## src/common/lofc_cfg.svh

```systemverilog
// offsets, field positions, reset values and constants of the lvds format block
`ifndef LOFC_CFG_SVH
`define LOFC_CFG_SVH

// ***************************************************************
// register indices (byte address is four times the index)
// ***************************************************************
`define LOFC_IDX_POL_FMT     8'h18
`define LOFC_IDX_CM_SWING    8'h19
`define LOFC_IDX_ORDER_TERM  8'h1A
`define LOFC_IDX_CM_TRIM     8'h1B

// ***************************************************************
// field positions
// ***************************************************************
`define LOFC_B_VALID_NEG     7
`define LOFC_B_LSYNC_NEG     6
`define LOFC_B_FSYNC_NEG     5
`define LOFC_B_WIDE          3
`define LOFC_B_PACK          1
`define LOFC_B_CM_SEL        6
`define LOFC_B_SWING_LSB     2
`define LOFC_B_MIRROR        5
`define LOFC_B_TERM          1
`define LOFC_B_TRIM_LSB      4

// ***************************************************************
// reset values and writable masks
// ***************************************************************
`define LOFC_RST_POL_FMT     8'h70
`define LOFC_RST_CM_SWING    8'h04
`define LOFC_RST_ORDER_TERM  8'h02
`define LOFC_RST_CM_TRIM     8'h00
`define LOFC_MSK_POL_FMT     8'hFA
`define LOFC_MSK_CM_SWING    8'h4C
`define LOFC_MSK_ORDER_TERM  8'h22
`define LOFC_MSK_CM_TRIM     8'h30

// ***************************************************************
// link constants
// ***************************************************************
`define LOFC_CLK_WORD        7'h63
`define LOFC_SYNC_WIDTH      28

`endif

```

## src/common/lofc_pkg.sv

```systemverilog
// types shared by the lvds format block
package lofc_pkg;
  typedef logic [6:0] lofc_lane_t;
  typedef logic [7:0] lofc_byte_t;
  typedef logic [1:0] lofc_idx_t;
endpackage : lofc_pkg

```

## src/rtl/lofc_pin_sync.sv

```systemverilog
// three-flop pin synchroniser with agreement filter and rise pulse
`timescale 1ns/100ps
`default_nettype none

module lofc_pin_sync #(
  parameter int WIDTH = 1
) (
  input  wire logic             clock,
  input  wire logic             rst_n,
  input  wire logic [WIDTH-1:0] pin,
  output logic      [WIDTH-1:0] level,
  output logic      [WIDTH-1:0] rise
);

  // ***************************************************************
  // per-bit chain
  // ***************************************************************
  genvar g;
  generate
    for (g = 0; g < WIDTH; g = g + 1) begin : g_bit
      logic s1;
      logic s2;
      logic s3;
      // first stage feeds only the second
      always_ff @(posedge clock or negedge rst_n) begin
        if (!rst_n) begin
          s1 <= 1'b0;
          s2 <= 1'b0;
          s3 <= 1'b0;
        end else begin
          s1 <= pin[g];
          s2 <= s1;
          s3 <= s2;
        end
      end
      // a change counts once stages two and three agree
      always_ff @(posedge clock or negedge rst_n) begin
        if (!rst_n) begin
          level[g] <= 1'b0;
          rise[g]  <= 1'b0;
        end else begin
          rise[g] <= (s2 == s3) && s3 && !level[g];
          if (s2 == s3) begin
            level[g] <= s3;
          end
        end
      end
    end
  endgenerate

endmodule : lofc_pin_sync

`default_nettype wire

```

## src/rtl/lofc_lvds_format.sv

```systemverilog
// lvds output format control with ahb-lite register slave
//
// Notes on behaviour
// pixel valid high when active unless inverted
// line sync low-active by default, selectable
// frame sync low-active by default, selectable
// software leaves reserved bit four at one
// depth bit picks 18/24 bpp, lane3 enable
// packing bit picks msb or lsb on lane3
// software keeps packing zero for 18-bit input
// packing one, narrow: drop two colour lsbs
// mirror swaps lanes 0/3 and 1/clock
// software sets trim 01 with low common level
// swing resets 01, termination resets 1
// two-bit common level trim driven out
// fields read/write, reset values, unused read zero
`timescale 1ns/100ps
`default_nettype none

`include "lofc_cfg.svh"

module lofc_lvds_format
  import lofc_pkg::*;
(
  input  wire logic        clock,
  input  wire logic        rst_n,
  // ahb-lite slave
  input  wire logic        hsel,
  input  wire logic [31:0] haddr,
  input  wire logic [1:0]  htrans,
  input  wire logic        hwrite,
  input  wire logic [2:0]  hsize,
  input  wire logic [31:0] hwdata,
  input  wire logic        hready,
  output logic             hreadyout,
  output logic             hresp,
  output logic      [31:0] hrdata,
  // incoming pixel stream, timed by the pixel clock pin
  input  wire logic        pix_clk_in,
  input  wire logic        pixel_valid,
  input  wire logic        line_sync,
  input  wire logic        frame_sync,
  input  wire logic [7:0]  pixel_red,
  input  wire logic [7:0]  pixel_green,
  input  wire logic [7:0]  pixel_blue,
  // lane words, bit 6 sent first
  output lofc_lane_t       lane0_pos,
  output lofc_lane_t       lane1_pos,
  output lofc_lane_t       lane2_pos,
  output lofc_lane_t       lane3_pos,
  output lofc_lane_t       fwd_clock_pos,
  output logic             lane_word_strobe,
  output logic             lane3_enable,
  // analogue output stage settings
  output logic [1:0]       output_swing_select,
  output logic             output_termination_select,
  output logic             output_common_level_select,
  output logic [1:0]       output_common_level_trim
);

  // ***************************************************************
  // decode helpers
  // ***************************************************************

  // the four indices are consecutive, so bits 3:2 pick the register
  function automatic logic [2:0] decode_index(input logic [31:0] addr);
    logic [31:0] base;
    base = {22'h000000, `LOFC_IDX_POL_FMT, 2'b00};
    decode_index = {(addr[31:4] == base[31:4]) && (addr[1:0] == 2'b00), addr[3:2]};
  endfunction : decode_index

  // writable bits per register; the rest read zero
  function automatic lofc_byte_t mask_of(input lofc_idx_t idx);
    case (idx)
      2'd0:    mask_of = `LOFC_MSK_POL_FMT;
      2'd1:    mask_of = `LOFC_MSK_CM_SWING;
      2'd2:    mask_of = `LOFC_MSK_ORDER_TERM;
      default: mask_of = `LOFC_MSK_CM_TRIM;
    endcase
  endfunction : mask_of

  // ***************************************************************
  // bus address phase
  // ***************************************************************
  logic       accept;
  logic [2:0] hit_idx;
  logic       wr_pend;
  lofc_idx_t  wr_idx;
  lofc_byte_t regs [4];

  assign accept  = hsel && htrans[1] && hready;
  assign hit_idx = decode_index(haddr);

  // remember a mapped write for its data phase; unmapped writes vanish
  always_ff @(posedge clock or negedge rst_n) begin
    if (!rst_n) begin
      wr_pend <= 1'b0;
      wr_idx  <= 2'd0;
    end else if (hready) begin
      wr_pend <= accept && hwrite && hit_idx[2];
      wr_idx  <= hit_idx[1:0];
    end
  end

  // zero wait states, always okay
  always_ff @(posedge clock or negedge rst_n) begin
    if (!rst_n) begin
      hreadyout <= 1'b0;
      hresp     <= 1'b0;
    end else begin
      hreadyout <= 1'b1;
      hresp     <= 1'b0;
    end
  end

  // ***************************************************************
  // register file
  // ***************************************************************

  // reserved bit four is writable like the rest; software keeps it at one
  always_ff @(posedge clock or negedge rst_n) begin
    if (!rst_n) begin
      regs[0] <= `LOFC_RST_POL_FMT;
      regs[1] <= `LOFC_RST_CM_SWING;
      regs[2] <= `LOFC_RST_ORDER_TERM;
      regs[3] <= `LOFC_RST_CM_TRIM;
    end else if (wr_pend) begin
      regs[wr_idx] <= hwdata[7:0] & mask_of(wr_idx);
    end
  end

  // read data registered in the address phase; a write still in its
  // data phase to the same register is forwarded so no stale value leaks
  lofc_byte_t next_rd_byte;
  always_comb begin
    next_rd_byte = 8'h00;
    if (hit_idx[2]) begin
      if (wr_pend && (wr_idx == hit_idx[1:0])) begin
        next_rd_byte = hwdata[7:0] & mask_of(wr_idx);
      end else begin
        next_rd_byte = regs[hit_idx[1:0]];
      end
    end
  end

  always_ff @(posedge clock or negedge rst_n) begin
    if (!rst_n) begin
      hrdata <= 32'h00000000;
    end else if (accept && !hwrite) begin
      hrdata <= {24'h000000, next_rd_byte};
    end
  end

  // ***************************************************************
  // configuration fields
  // ***************************************************************
  logic cfg_valid_neg;
  logic cfg_lsync_neg;
  logic cfg_fsync_neg;
  logic cfg_wide;
  logic cfg_pack;
  logic cfg_mirror;

  assign cfg_valid_neg = regs[0][`LOFC_B_VALID_NEG];
  assign cfg_lsync_neg = regs[0][`LOFC_B_LSYNC_NEG];
  assign cfg_fsync_neg = regs[0][`LOFC_B_FSYNC_NEG];
  assign cfg_wide      = regs[0][`LOFC_B_WIDE];
  assign cfg_pack      = regs[0][`LOFC_B_PACK];
  assign cfg_mirror    = regs[2][`LOFC_B_MIRROR];

  // analogue settings mirror the register bits, one flop later;
  // trim is not tied to the common level select, software owns that pairing
  always_ff @(posedge clock or negedge rst_n) begin
    if (!rst_n) begin
      output_swing_select        <= 2'b01;
      output_termination_select  <= 1'b1;
      output_common_level_select <= 1'b0;
      output_common_level_trim   <= 2'b00;
    end else begin
      output_swing_select        <= regs[1][`LOFC_B_SWING_LSB +: 2];
      output_termination_select  <= regs[2][`LOFC_B_TERM];
      output_common_level_select <= regs[1][`LOFC_B_CM_SEL];
      output_common_level_trim   <= regs[3][`LOFC_B_TRIM_LSB +: 2];
    end
  end

  // ***************************************************************
  // pixel pin sampling
  // ***************************************************************
  logic [`LOFC_SYNC_WIDTH-1:0] pin_level;
  logic [`LOFC_SYNC_WIDTH-1:0] pin_rise;

  // data pins take the same path as the clock pin so they line up;
  // data must be steady some 40 ns around the pixel clock rise
  lofc_pin_sync #(
    .WIDTH (`LOFC_SYNC_WIDTH)
  ) u_pin_sync (
    .clock (clock),
    .rst_n (rst_n),
    .pin   ({pix_clk_in, pixel_valid, line_sync, frame_sync,
             pixel_red, pixel_green, pixel_blue}),
    .level (pin_level),
    .rise  (pin_rise)
  );

  logic       pix_edge;
  logic       in_valid;
  logic       in_lsync;
  logic       in_fsync;
  lofc_byte_t in_red;
  lofc_byte_t in_green;
  lofc_byte_t in_blue;

  assign pix_edge = pin_rise[27];
  assign in_valid = pin_level[26];
  assign in_lsync = pin_level[25];
  assign in_fsync = pin_level[24];
  assign in_red   = pin_level[23:16];
  assign in_green = pin_level[15:8];
  assign in_blue  = pin_level[7:0];

  // ***************************************************************
  // lane packing
  // ***************************************************************
  logic [5:0] r6;
  logic [5:0] g6;
  logic [5:0] b6;
  logic [1:0] r2;
  logic [1:0] g2;
  logic [1:0] b2;
  logic       out_valid;
  logic       out_lsync;
  logic       out_fsync;
  lofc_lane_t word0;
  lofc_lane_t word1;
  lofc_lane_t word2;
  lofc_lane_t word3;

  // colour split between the three base lanes and the fourth lane
  always_comb begin
    if (cfg_pack || !cfg_wide) begin
      // lsb packing, or narrow output: base lanes carry the top six bits
      r6 = in_red[7:2];
      g6 = in_green[7:2];
      b6 = in_blue[7:2];
      r2 = in_red[1:0];
      g2 = in_green[1:0];
      b2 = in_blue[1:0];
    end else begin
      // msb packing: base lanes carry the low six, lane three the top two
      r6 = in_red[5:0];
      g6 = in_green[5:0];
      b6 = in_blue[5:0];
      r2 = in_red[7:6];
      g2 = in_green[7:6];
      b2 = in_blue[7:6];
    end
  end

  // control levels after polarity selection
  assign out_valid = in_valid ^ cfg_valid_neg;
  assign out_lsync = in_lsync ^ cfg_lsync_neg;
  assign out_fsync = in_fsync ^ cfg_fsync_neg;

  always_comb begin
    word0 = {g6[0], r6};
    word1 = {b6[1:0], g6[5:1]};
    word2 = {out_valid, out_fsync, out_lsync, b6[5:2]};
    // disabled fourth lane sends an idle zero word
    word3 = cfg_wide ? {1'b0, b2, g2, r2} : 7'h00; // see R5
  end

  // ***************************************************************
  // lane output registers
  // ***************************************************************

  // words change only on a pixel clock rise; mirror remaps the pins
  always_ff @(posedge clock or negedge rst_n) begin
    if (!rst_n) begin
      lane0_pos     <= 7'h00;
      lane1_pos     <= 7'h00;
      lane2_pos     <= 7'h00;
      lane3_pos     <= 7'h00;
      fwd_clock_pos <= 7'h00;
    end else if (pix_edge) begin
      if (cfg_mirror) begin
        lane0_pos     <= word3;
        lane3_pos     <= word0;
        lane1_pos     <= `LOFC_CLK_WORD;
        fwd_clock_pos <= word1;
      end else begin
        lane0_pos     <= word0;
        lane3_pos     <= word3;
        lane1_pos     <= word1;
        fwd_clock_pos <= `LOFC_CLK_WORD;
      end
      lane2_pos <= word2;
    end
  end

  // strobe marks fresh words; lane enable follows the depth bit
  always_ff @(posedge clock or negedge rst_n) begin
    if (!rst_n) begin
      lane_word_strobe <= 1'b0;
      lane3_enable     <= 1'b0;
    end else begin
      lane_word_strobe <= pix_edge;
      lane3_enable     <= cfg_wide;
    end
  end

  // hsize is accepted but only whole-word transfers are expected
  logic unused_ok;
  assign unused_ok = &{1'b0, hsize, htrans[0], hwdata[31:8]};

endmodule : lofc_lvds_format

`default_nettype wire

```

## config.mk

```make
export PLATFORM = sky130hd
export DESIGN_NAME = lofc_lvds_format
export DESIGN_NICKNAME = d
export VERILOG_FILES = /design/src/common/lofc_pkg.sv /design/src/rtl/lofc_pin_sync.sv /design/src/rtl/lofc_lvds_format.sv
export VERILOG_INCLUDE_DIRS = /design/src /design/src/common
export SDC_FILE = /design/constraint.sdc
export NUM_CORES = 1
export LEC_CHECK = 0
export BUFFER_PORTS_ARGS = -buffer_cell sky130_fd_sc_hd__buf_2
export CORE_UTILIZATION = 50
export CTS_BUF_LIST = sky130_fd_sc_hd__clkbuf_8
export CTS_CLUSTER_SIZE = 40
export DETAILED_ROUTE_END_ITERATION = 10
export GPL_TIMING_DRIVEN = 0
export PLACE_DENSITY = 0.82
export SKIP_CTS_REPAIR_TIMING = 1
export SYNTH_ARGS = -nofsm -noshare
export SYNTH_HDL_FRONTEND = slang
export SYNTH_SLANG_ARGS = --single-unit
export TNS_END_PERCENT = 5
```

## constraint.sdc

```tcl
create_clock -name clock -period 1.5 [get_ports clock]
set_input_delay 0 -clock clock [delete_from_list [all_inputs] [get_ports clock]]
set_output_delay 0 -clock clock [all_outputs]
set_load 0.005 [all_outputs]
```

## Yosys cells after proc, flatten, opt, wreduce, memory -nomap -nowiden

Index checks and enable logic that the tools add are counted.

- Memories: 0
- Input bits: 102
- Logic and storage cells: 213
- Bits in registers: 200
- Bits in latches: 0
- ROM bits: 0
- Output and inout port bits: 77
- Memory bits (writable): 0

- Bitwise logic cells: 7
- Div/mod/pow operators: 0
- Shifts and indexed selects: 0
- Reductions and logical operators: 16
- Muxes and demuxes: 23
- Multipliers: 0
- Magnitude comparators: 3
- Equal/unequal tests: 32
- Add/sub/neg operators: 0

Operator list:

| kind | count |
|---|---|
| $mux 8 | 8 |
| $bwmux 32 | 1 |
| $eq 1x1->1 | 28 |
| $eq 28x3->1 const B | 1 |
| $mux 7 | 4 |
| $mux 6 | 4 |
| $pmux 8 s3 | 1 |
| $and 8x8->8 | 2 |
| $bmux 8 s2 | 1 |
| $demux 8 s2 | 1 |
| $logic_and 1x1->1 | 10 |
| $ge 3x3->1 const B | 2 |
| $mux 2 | 3 |
| $not 2->3 | 2 |
| $logic_not 2->1 | 2 |
| $logic_not 1->1 | 3 |
| $lt 3x1->1 const B | 1 |
| $xor 1x1->1 | 3 |
| $eq 2x1->1 const B | 1 |
| $eq 2x2->1 | 1 |
| $eq 2x2->1 const B | 1 |
| $logic_or 1x1->1 | 1 |

## Logic depth before layout (Yosys ltp)

Gate-level depths: netlist (run 1).

- Depth after elaboration: 7
- Depth in mapped cells: 6
- Depth with buffers taken out: 5

## Hierarchy

From an unflattened synthesis (run 1), not the netlist that was laid out.

- Cell total of the unflattened synthesis: 594
- Area, all modules: 8530.7 µm²

By module, submodules not included:

| module | area each (µm²) | instances | cells an instance | sequential area each (µm²) |
|---|---|---|---|---|
| lofc_pin_sync | 4449.3 | 1 | 224 | 3503.4 |
| lofc_lvds_format | 4081.4 | 1 | 370 | 2060.7 |

## Worst setup path after synthesis (run 1)

OpenSTA, ideal clock, no wires.

- Path type: reg2reg
- Start point: register wr_idx[1]
- End point: register regs[19] (netlist name)
- Buffers on the path: 1
- Arrival time: 1408 ps
- Setup time: 125 ps
- Stages on the path, launching flop included: 6
- Data required time: 1375 ps
- Setup slack: -32 ps
- Clock period less this slack: 1532 ps
- Cell sequence: dfrtp_1 -> inv_1 -> ha_1 -> nand2_1 -> clkbuf_1 -> mux2_2

- Word-level cells in the longest chain between the ends: 6
- Elaborated cells between the ends (all ways): 13
- Those cells by class: 2 x order compare; 2 x eq/ne; 5 x mux; 2 x bitwise; 2 x reduce/logical

RTL lines:

| element | line | text |
|---|---|---|
| from (decl) | lofc_lvds_format.sv:88 | `lofc_idx_t wr_idx;` |
| from (signal assigned) | lofc_lvds_format.sv:101 | `wr_idx <= hit_idx[1:0];` |
| $not 2->3 (not written as such) | lofc_lvds_format.sv:128 | `regs[wr_idx] <= hwdata[7:0] & mask_of(wr_idx);` |
| $ge 3x3->1 (not written as such) / $lt 3x1->1 (equally long branches) | lofc_lvds_format.sv:128 |  |
| $logic_and 1x1->1 (not written as such) | lofc_lvds_format.sv:128 |  |
| $mux 8 (not written as such) | lofc_lvds_format.sv:128 |  |
| $demux 8 s2 | lofc_lvds_format.sv:128 |  |
| $bwmux 32 * | lofc_lvds_format.sv:128 |  |
| to (signal, indexed assignment) | lofc_lvds_format.sv:128 |  |
| to (decl) | lofc_lvds_format.sv:89 | `lofc_byte_t regs [4];` |

Every way passes the cells marked *; elsewhere a longest branch is shown, timed or not. The select of a mux whose other input is x is not followed.
A chain may end at the register's enable or synchronous reset.

## Final worst setup path (run 1)

- Start point: register regs, in the netlist cfg_wide
- End point: register lane3_pos[4]

- Word-level cells in the longest chain between the ends: 5
- Elaborated cells between the ends (all ways): 6
- Those cells by class: 4 x mux; 2 x reduce/logical

RTL lines:

| element | line | text |
|---|---|---|
| $logic_not 1->1 | lofc_lvds_format.sv:241 | `if (cfg_pack \|\| !cfg_wide) begin` |
| $logic_or 1x1->1 | lofc_lvds_format.sv:241 |  |
| $mux 2 | lofc_lvds_format.sv:241 |  |
| $mux 6 | lofc_lvds_format.sv:270 | `word3 = cfg_wide ? {1'b0, b2, g2, r2} : 7'h00;` |
| $mux 7 * | lofc_lvds_format.sv:286 | `if (cfg_mirror) begin` |
| to (signal assigned) | lofc_lvds_format.sv:288 | `lane3_pos <= word0;` |
| to (signal assigned) | lofc_lvds_format.sv:293 | `lane3_pos <= word3;` |
| to (decl) | lofc_lvds_format.sv:50 | `output lofc_lane_t lane3_pos,` |

Every way passes the cells marked *; elsewhere a longest branch is shown, timed or not.

==> reports/results.tsv, run 1 <==
metric	value	unit
Final min period	1.55	ns
PnR worst setup slack	-0.0508	ns
Crit path required time	1.86	ns
largest family of logic cells by synthesized area	multiplexers	
Area after DPL	0.00816	mm^2
CTS tree	done	
Area contributors post-synth	dfrtp_1 (65%), maj3_1 (3.8%), mux2i_1 (3.5%), buf_4 (2.7%), dfstp_2 (2.6%)	
RR Startpoint	cfg_wide	
max cap viols	0	
Main synth FF type	dfrtp_1	
Slew headroom	0.601	
CTS Sinks	195	
post-synthesis simple-gate area fraction	0.0598	
YS warnings	0	
crit path max fanout	10	
Die Area	0.0149	mm^2
# IOs	179	
drt pass-1 iters	5	
post-DP HPWL	10.5	mm
root buffer cell	clkbuf_8	
setup TNS	-0.127	ns
final hold violation count	0	
RSZ-0062 raised after global routing	true	
crit end category	flop	
DR iter-0 viols	437	
worst reg2reg path depth	5	
remaining global-route overflow	0	
cell taking the most area after synthesis	dfrtp_1	
adder-cell area share of the yosys netlist	0.0515	
final wirelength	15.9	mm
Initial Utilization	0.516	
top-area cell type share of the netlist area	0.654	
share of cells above drive strength 1	0.317	
number of global-route vias before repair	4597	
Fin Clk Skew	0.0161	ns
chip height	122	um
row cnt	43	
hold_ws	0.0646	ns
P&R area growth vs syn	27.7	%
R2R setup slack	-0.05	ns
worst min-delay path endpoint	hrdata[2]	
Post-Synthesis Cells	518	
Post-synth EDFFs	0	
commonest non-fill, non-tap cell in the layout	dfrtp_1	
clock buffer depth	2	
Post-Layout Cell Count	935	
flops & latches, synth	195	
FMAX	0.645	GHz
clk slew on worst S/H paths	0.10	ns
Port Buf Inserts	121	
synth unique cells	40	
crit share post-route	1.03	
most frequent cells in the layout	dfrtp_1 (185), buf_2 (125), dlygate4sd3_1 (58), nand2_1 (40), buf_4 (28)	
Min-Delay Path Class	in -> reg	
vias per cell	5.18	
VDD IR max	0.895	mV
post-synthesis sequential area ratio	0.679	
hold path depth	3	
Pleak	0.00437	uW
Worst-Skew Late Latency	0.47	ns
Setup CP Type	reg -> reg	
Num CTS Buffers	17	
global placer's final weighted congestion	0.872	
# DRC	0	
Reg-to-Reg End	lane3_pos[4]	
failing checks	setup timing	
Pins Over Slew Limit	0	
first-pass GRT wire length	23.2	mm
Synth Area per Inst	13.9	um^2
GRT Total Usage	0.210	
final instance area	0.00918	mm^2
min-delay src	htrans[1]	
Worst Tran Pin Value	0.599	ns
DP Cell Count	845	
crit start category	flop	
Post-Synth XOR/XNOR Area	0.00609	
Crit path arrival time	1.91	ns
die width	122	um
post-synthesis compound-gate area fraction	0.0640	
# setup viols final	4	
Core Box Area	0.0139	mm^2
post-synthesis mux area share	0.0870	
initial antenna violation count	0	
outcome	finished with violations	
synthesized area	0.00719	mm^2
layout net count	851	
Routed wire per std cell	17.0	um
H-tree depth	4	
vias	4842	
Power Dens Cells	1220	mW/mm^2
largest net degree at the start of global routing	113	
Final ANT Viol Nets	0	
ys async rst share	1.00	
filler cell count	970	
[worst max-delay path by stage]
stage	from	end	slack [ns]	cells past startpoint
6_report	cfg_wide	lane3_pos[4]	-0.05	5
5_1_grt	cfg_pack	lane3_pos[3]	-0.09	5
4_1_cts	wr_idx[0]	regs[15]	-0.20	5
3_5_place_dp	wr_idx[0]	regs[15]	-0.19	5
3_3_place_gp	rst_n	hrdata[2]	-2.43	1
2_1_floorplan	wr_idx[1]	regs[19]	0.07	5
[synth_stat cells, types with 2 or more instances]
cell type	n
mux2_4	4
buf_2	6
a21oi_1	19
maj3_1	27
a32oi_1	2
nor2_1	21
a31oi_1	8
buf_6	3
mux2_2	13
xnor2_1	5
mux4_2	7
conb_1	2
mux2i_1	25
ha_1	8
nand3_1	4
o21ai_0	30
dfrtp_1	188
nand4_1	3
clkbuf_1	11
clkinv_1	7
nor2b_1	2
a22oi_1	2
a22o_1	7
nand2b_1	7
inv_1	11
o22ai_1	8
dfstp_2	7
nand2_1	40
buf_4	26
nor4_1	5
[worst max-delay path, stage by stage (launching register included)]
cell,delay [ns]
dfrtp_2,0.49
and2b_4,0.21
buf_12,0.14
mux2i_4,0.23
a21oi_1,0.10
mux2_4,0.27
[cell families (layout without fill, tap and decap cells)]
family | count (synthesis) | in the layout
fa+ha+maj | 35 | 35
simple gates | 88 | 88
compound gates | 79 | 79
buf+inv | 64 | 275
flops | 195 | 195
other cells | 2 | 28
mux | 50 | 50
xor+xnor | 5 | 5
[through the flow]
stage	setup slack [ns]	total power (uW)	util
detailed placement	-0.193	7900	0.585
finish	-0.0508	11200	0.659
CTS	-0.203	11100	0.613
global placement	-2.43	7780	0.583
global route	-0.0859	11700	0.659
floorplan	0.0683	7060	-
[layout make-up]
| class | count | area, um^2 | area share |
|---|---|---|---|
| Antenna cell | 1 | 2.50 | 0.000272 |
| Clock buffer | 18 | 248 | 0.0270 |
| Timing Repair Buffer | 180 | 1220 | 0.133 |
| Sequential cell | 195 | 4890 | 0.533 |
| Clock inverter | 14 | 133 | 0.0144 |
| Tap cell | 180 | 225 | 0.0245 |
| Inverter | 18 | 67.6 | 0.00736 |
| Multi-Input combinational cell | 284 | 2070 | 0.225 |
| Buffer | 45 | 325 | 0.0354 |
[state kept, by name, indices dropped and copies added, names as in the netlist, 2 cells and up]
signal / cells
output_swing_select: 2
lane2_pos: 7
output_common_level_trim: 2
wr_idx: 2
u_pin_sync.level: 28
u_pin_sync.g_bit.s1: 28
hrdata: 7
regs: 22
lane0_pos: 7
u_pin_sync.g_bit.s3: 28
lane1_pos: 7
u_pin_sync.g_bit.s2: 28
lane3_pos: 7
fwd_clock_pos: 7
[report_power, final]
group	internal [uW]	total, uW	switching (uW)
Combinational	897	1750	855
Clock	1390	3260	1870
Sequential	5840	6230	388
Total	8130	11200	3110
[metal layers]
metal / global-route usage / wire length, um / vias to the layer above
met5: 0 / 0 / -
met4: 0.0934 / 509 / 0
met3: 0.0552 / 967 / 50
met2: 0.328 / 7980 / 195
met1: 0.277 / 6470 / 2418
li1: - / - / 2179
Power figures use the tool's default switching activity.
==> run 2, diff against run 1 <==
--- a/config.mk
+++ b/config.mk
@@ -12,7 +12,7 @@
 export CTS_CLUSTER_SIZE = 40
 export DETAILED_ROUTE_END_ITERATION = 10
 export GPL_TIMING_DRIVEN = 0
-export PLACE_DENSITY = 0.82
+export PLACE_DENSITY = 0.79
 export SKIP_CTS_REPAIR_TIMING = 1
 export SYNTH_ARGS = -nofsm -noshare
 export SYNTH_HDL_FRONTEND = slang
==> reports/results.tsv, run 2 (same netlist as run 1, synthesis figures left out) <==
metric	value	unit	change
vias	4895		+1.1%
CTS tree	done		
RSZ-0062 raised after global routing	true		
setup TNS	-0.0972	ns	+0.0294 ns
die width	122	um	unchanged
H-tree depth	4		unchanged
vias per cell	5.14		-0.71%
Power Dens Cells	1220	mW/mm^2	-0.26%
RR Startpoint	cfg_pack		
final hold violation count	0		unchanged
crit-path cells	buf_2 -> mux4_2 -> clkinv_1 -> mux2i_1 -> a22o_1		
layout net count	866		+1.8%
row cnt	43		unchanged
Fin Clk Skew	0.0131	ns	-0.00301 ns
root buffer cell	clkbuf_8		
Slowest cell on crit path	mux4_2		
Pleak	0.00444	uW	+1.6%
hold_ws	0.0629	ns	-0.00171 ns
final wirelength	16.3	mm	+2.1%
FMAX	0.655	GHz	+1.6%
Final min period	1.53	ns	-0.0243 ns
Final ANT Viol Nets	0		unchanged
Reg-to-Reg End	hrdata[1]		
Routed wire per std cell	17.1	um	+0.28%
# DRC	0		unchanged
Crit path arrival time	1.88	ns	-0.03 ns
P&R area growth vs syn	30.7	%	
Die Area	0.0149	mm^2	unchanged
Pins Over Slew Limit	0		unchanged
outcome	finished with violations		
commonest non-fill, non-tap cell in the layout	dfrtp_1		
chip height	122	um	unchanged
drt pass-1 iters	5		unchanged
R2R setup slack	-0.03	ns	+0.02 ns
Worst-Skew Late Latency	0.46	ns	about the same
number of global-route vias before repair	4426		-3.7%
remaining global-route overflow	0		unchanged
clk slew on worst S/H paths	0.10	ns	about the same
Min-Delay Path Class	in -> async		
global placer's final weighted congestion	0.835		-4.2%
Crit path required time	1.85	ns	about the same
crit end category	flop		
# setup viols final	7		+3
VDD IR max	1.03	mV	+15%
most frequent cells in the layout	dfrtp_1 (184), buf_2 (126), dlygate4sd3_1 (69), nand2_1 (40), buf_4 (32)		
# IOs	179		unchanged
max cap viols	0		unchanged
Initial Utilization	0.516		unchanged
first-pass GRT wire length	22.5	mm	-3.1%
Worst Tran Pin Value	0.649	ns	+0.0504 ns
initial antenna violation count	1		+1
worst reg2reg path depth	5		unchanged
Num CTS Buffers	17		unchanged
Core Box Area	0.0139	mm^2	unchanged
crit share post-route	1.02		-0.0162
DR iter-0 viols	333		-24%
PnR worst setup slack	-0.0265	ns	+0.0243 ns
failing checks	setup timing		
crit-path max cell delay	0.46	ns	-0.03 ns
GRT Total Usage	0.205		-0.00467
final instance area	0.00940	mm^2	+2.4%
largest net degree at the start of global routing	132		+17%
Port Buf Inserts	121		unchanged
crit path max fanout	5		-5
Area after DPL	0.00816	mm^2	unchanged
crit start category	flop		
post-DP HPWL	10.1	mm	-3.3%
clock buffer depth	2		unchanged
CTS Sinks	195		unchanged
Slew headroom	0.567		-0.0336
Setup CP Type	reg -> reg		
share of cells above drive strength 1	0.331		+0.0138
## run 2: changes by cell type in the layout (fill, tap and decap cells not counted), moves of 3 or more
cell	change
buf_4	+4
clkinv_4	-3
diode_2	+3
dlygate4sd3_1	+11
mux2i_1	-5
mux2i_2	+5
## run 2: worst max-delay path by stage
stage	end	slack (ns)	start
CTS	cfg_valid_neg	-0.22	wr_idx[0]
global placement	hrdata[2]	-2.44	rst_n
global route	hrdata[5]	-0.07	wr_idx[0]
finish	hrdata[1]	-0.03	cfg_pack
floorplan	regs[19]	0.07	wr_idx[1]
detailed placement	regs[26]	-0.20	wr_idx[0]
## run 2: where the power goes
group | internal [uW] | switching [uW]
combinational | 949 | 872
clock | 1610 | 1830
sequential | 5840 | 374
total | 8400 | 3080
## run 2: final cells by class
cell class	instances	area [um^2]
antenna	4	10.0
fill	949	4530
clock inverter	12	148
timing repair buffer	195	1370
multi-input combinational	284	2100
clock buffer	19	262
sequential	195	4890
buffer	45	323
inverter	18	67.6
tap	180	225
## run 2: critical path: cells and delay by family, from the launching register on
family,cells,cell delay [ns]
mux,2,0.54
flops,1,0.43
buf+inv,2,0.23
compound gates,1,0.22
## run 2: per-stage QoR
step                setup WS, ns   util  power (uW)  std cells
floorplan                 0.0683      -        7060        543
global placement           -2.44  0.583        7780        844
detailed placement        -0.195  0.585        7890        845
CTS                       -0.223  0.615       11300        876
global route             -0.0735  0.674       12000        949
finish                   -0.0265  0.675       11500        952
## run 2: layer usage
| metal | vias up | GRT usage | share of wire | routed length (um) |
|---|---|---|---|---|
| met5 | - | 0 | 0 | 0 |
| met4 | 0 | 0.0741 | 0.029 | 478 |
| met3 | 45 | 0.0506 | 0.048 | 788 |
| met2 | 172 | 0.323 | 0.51 | 8300 |
| met1 | 2463 | 0.279 | 0.41 | 6690 |
| li1 | 2215 | - | - | - |
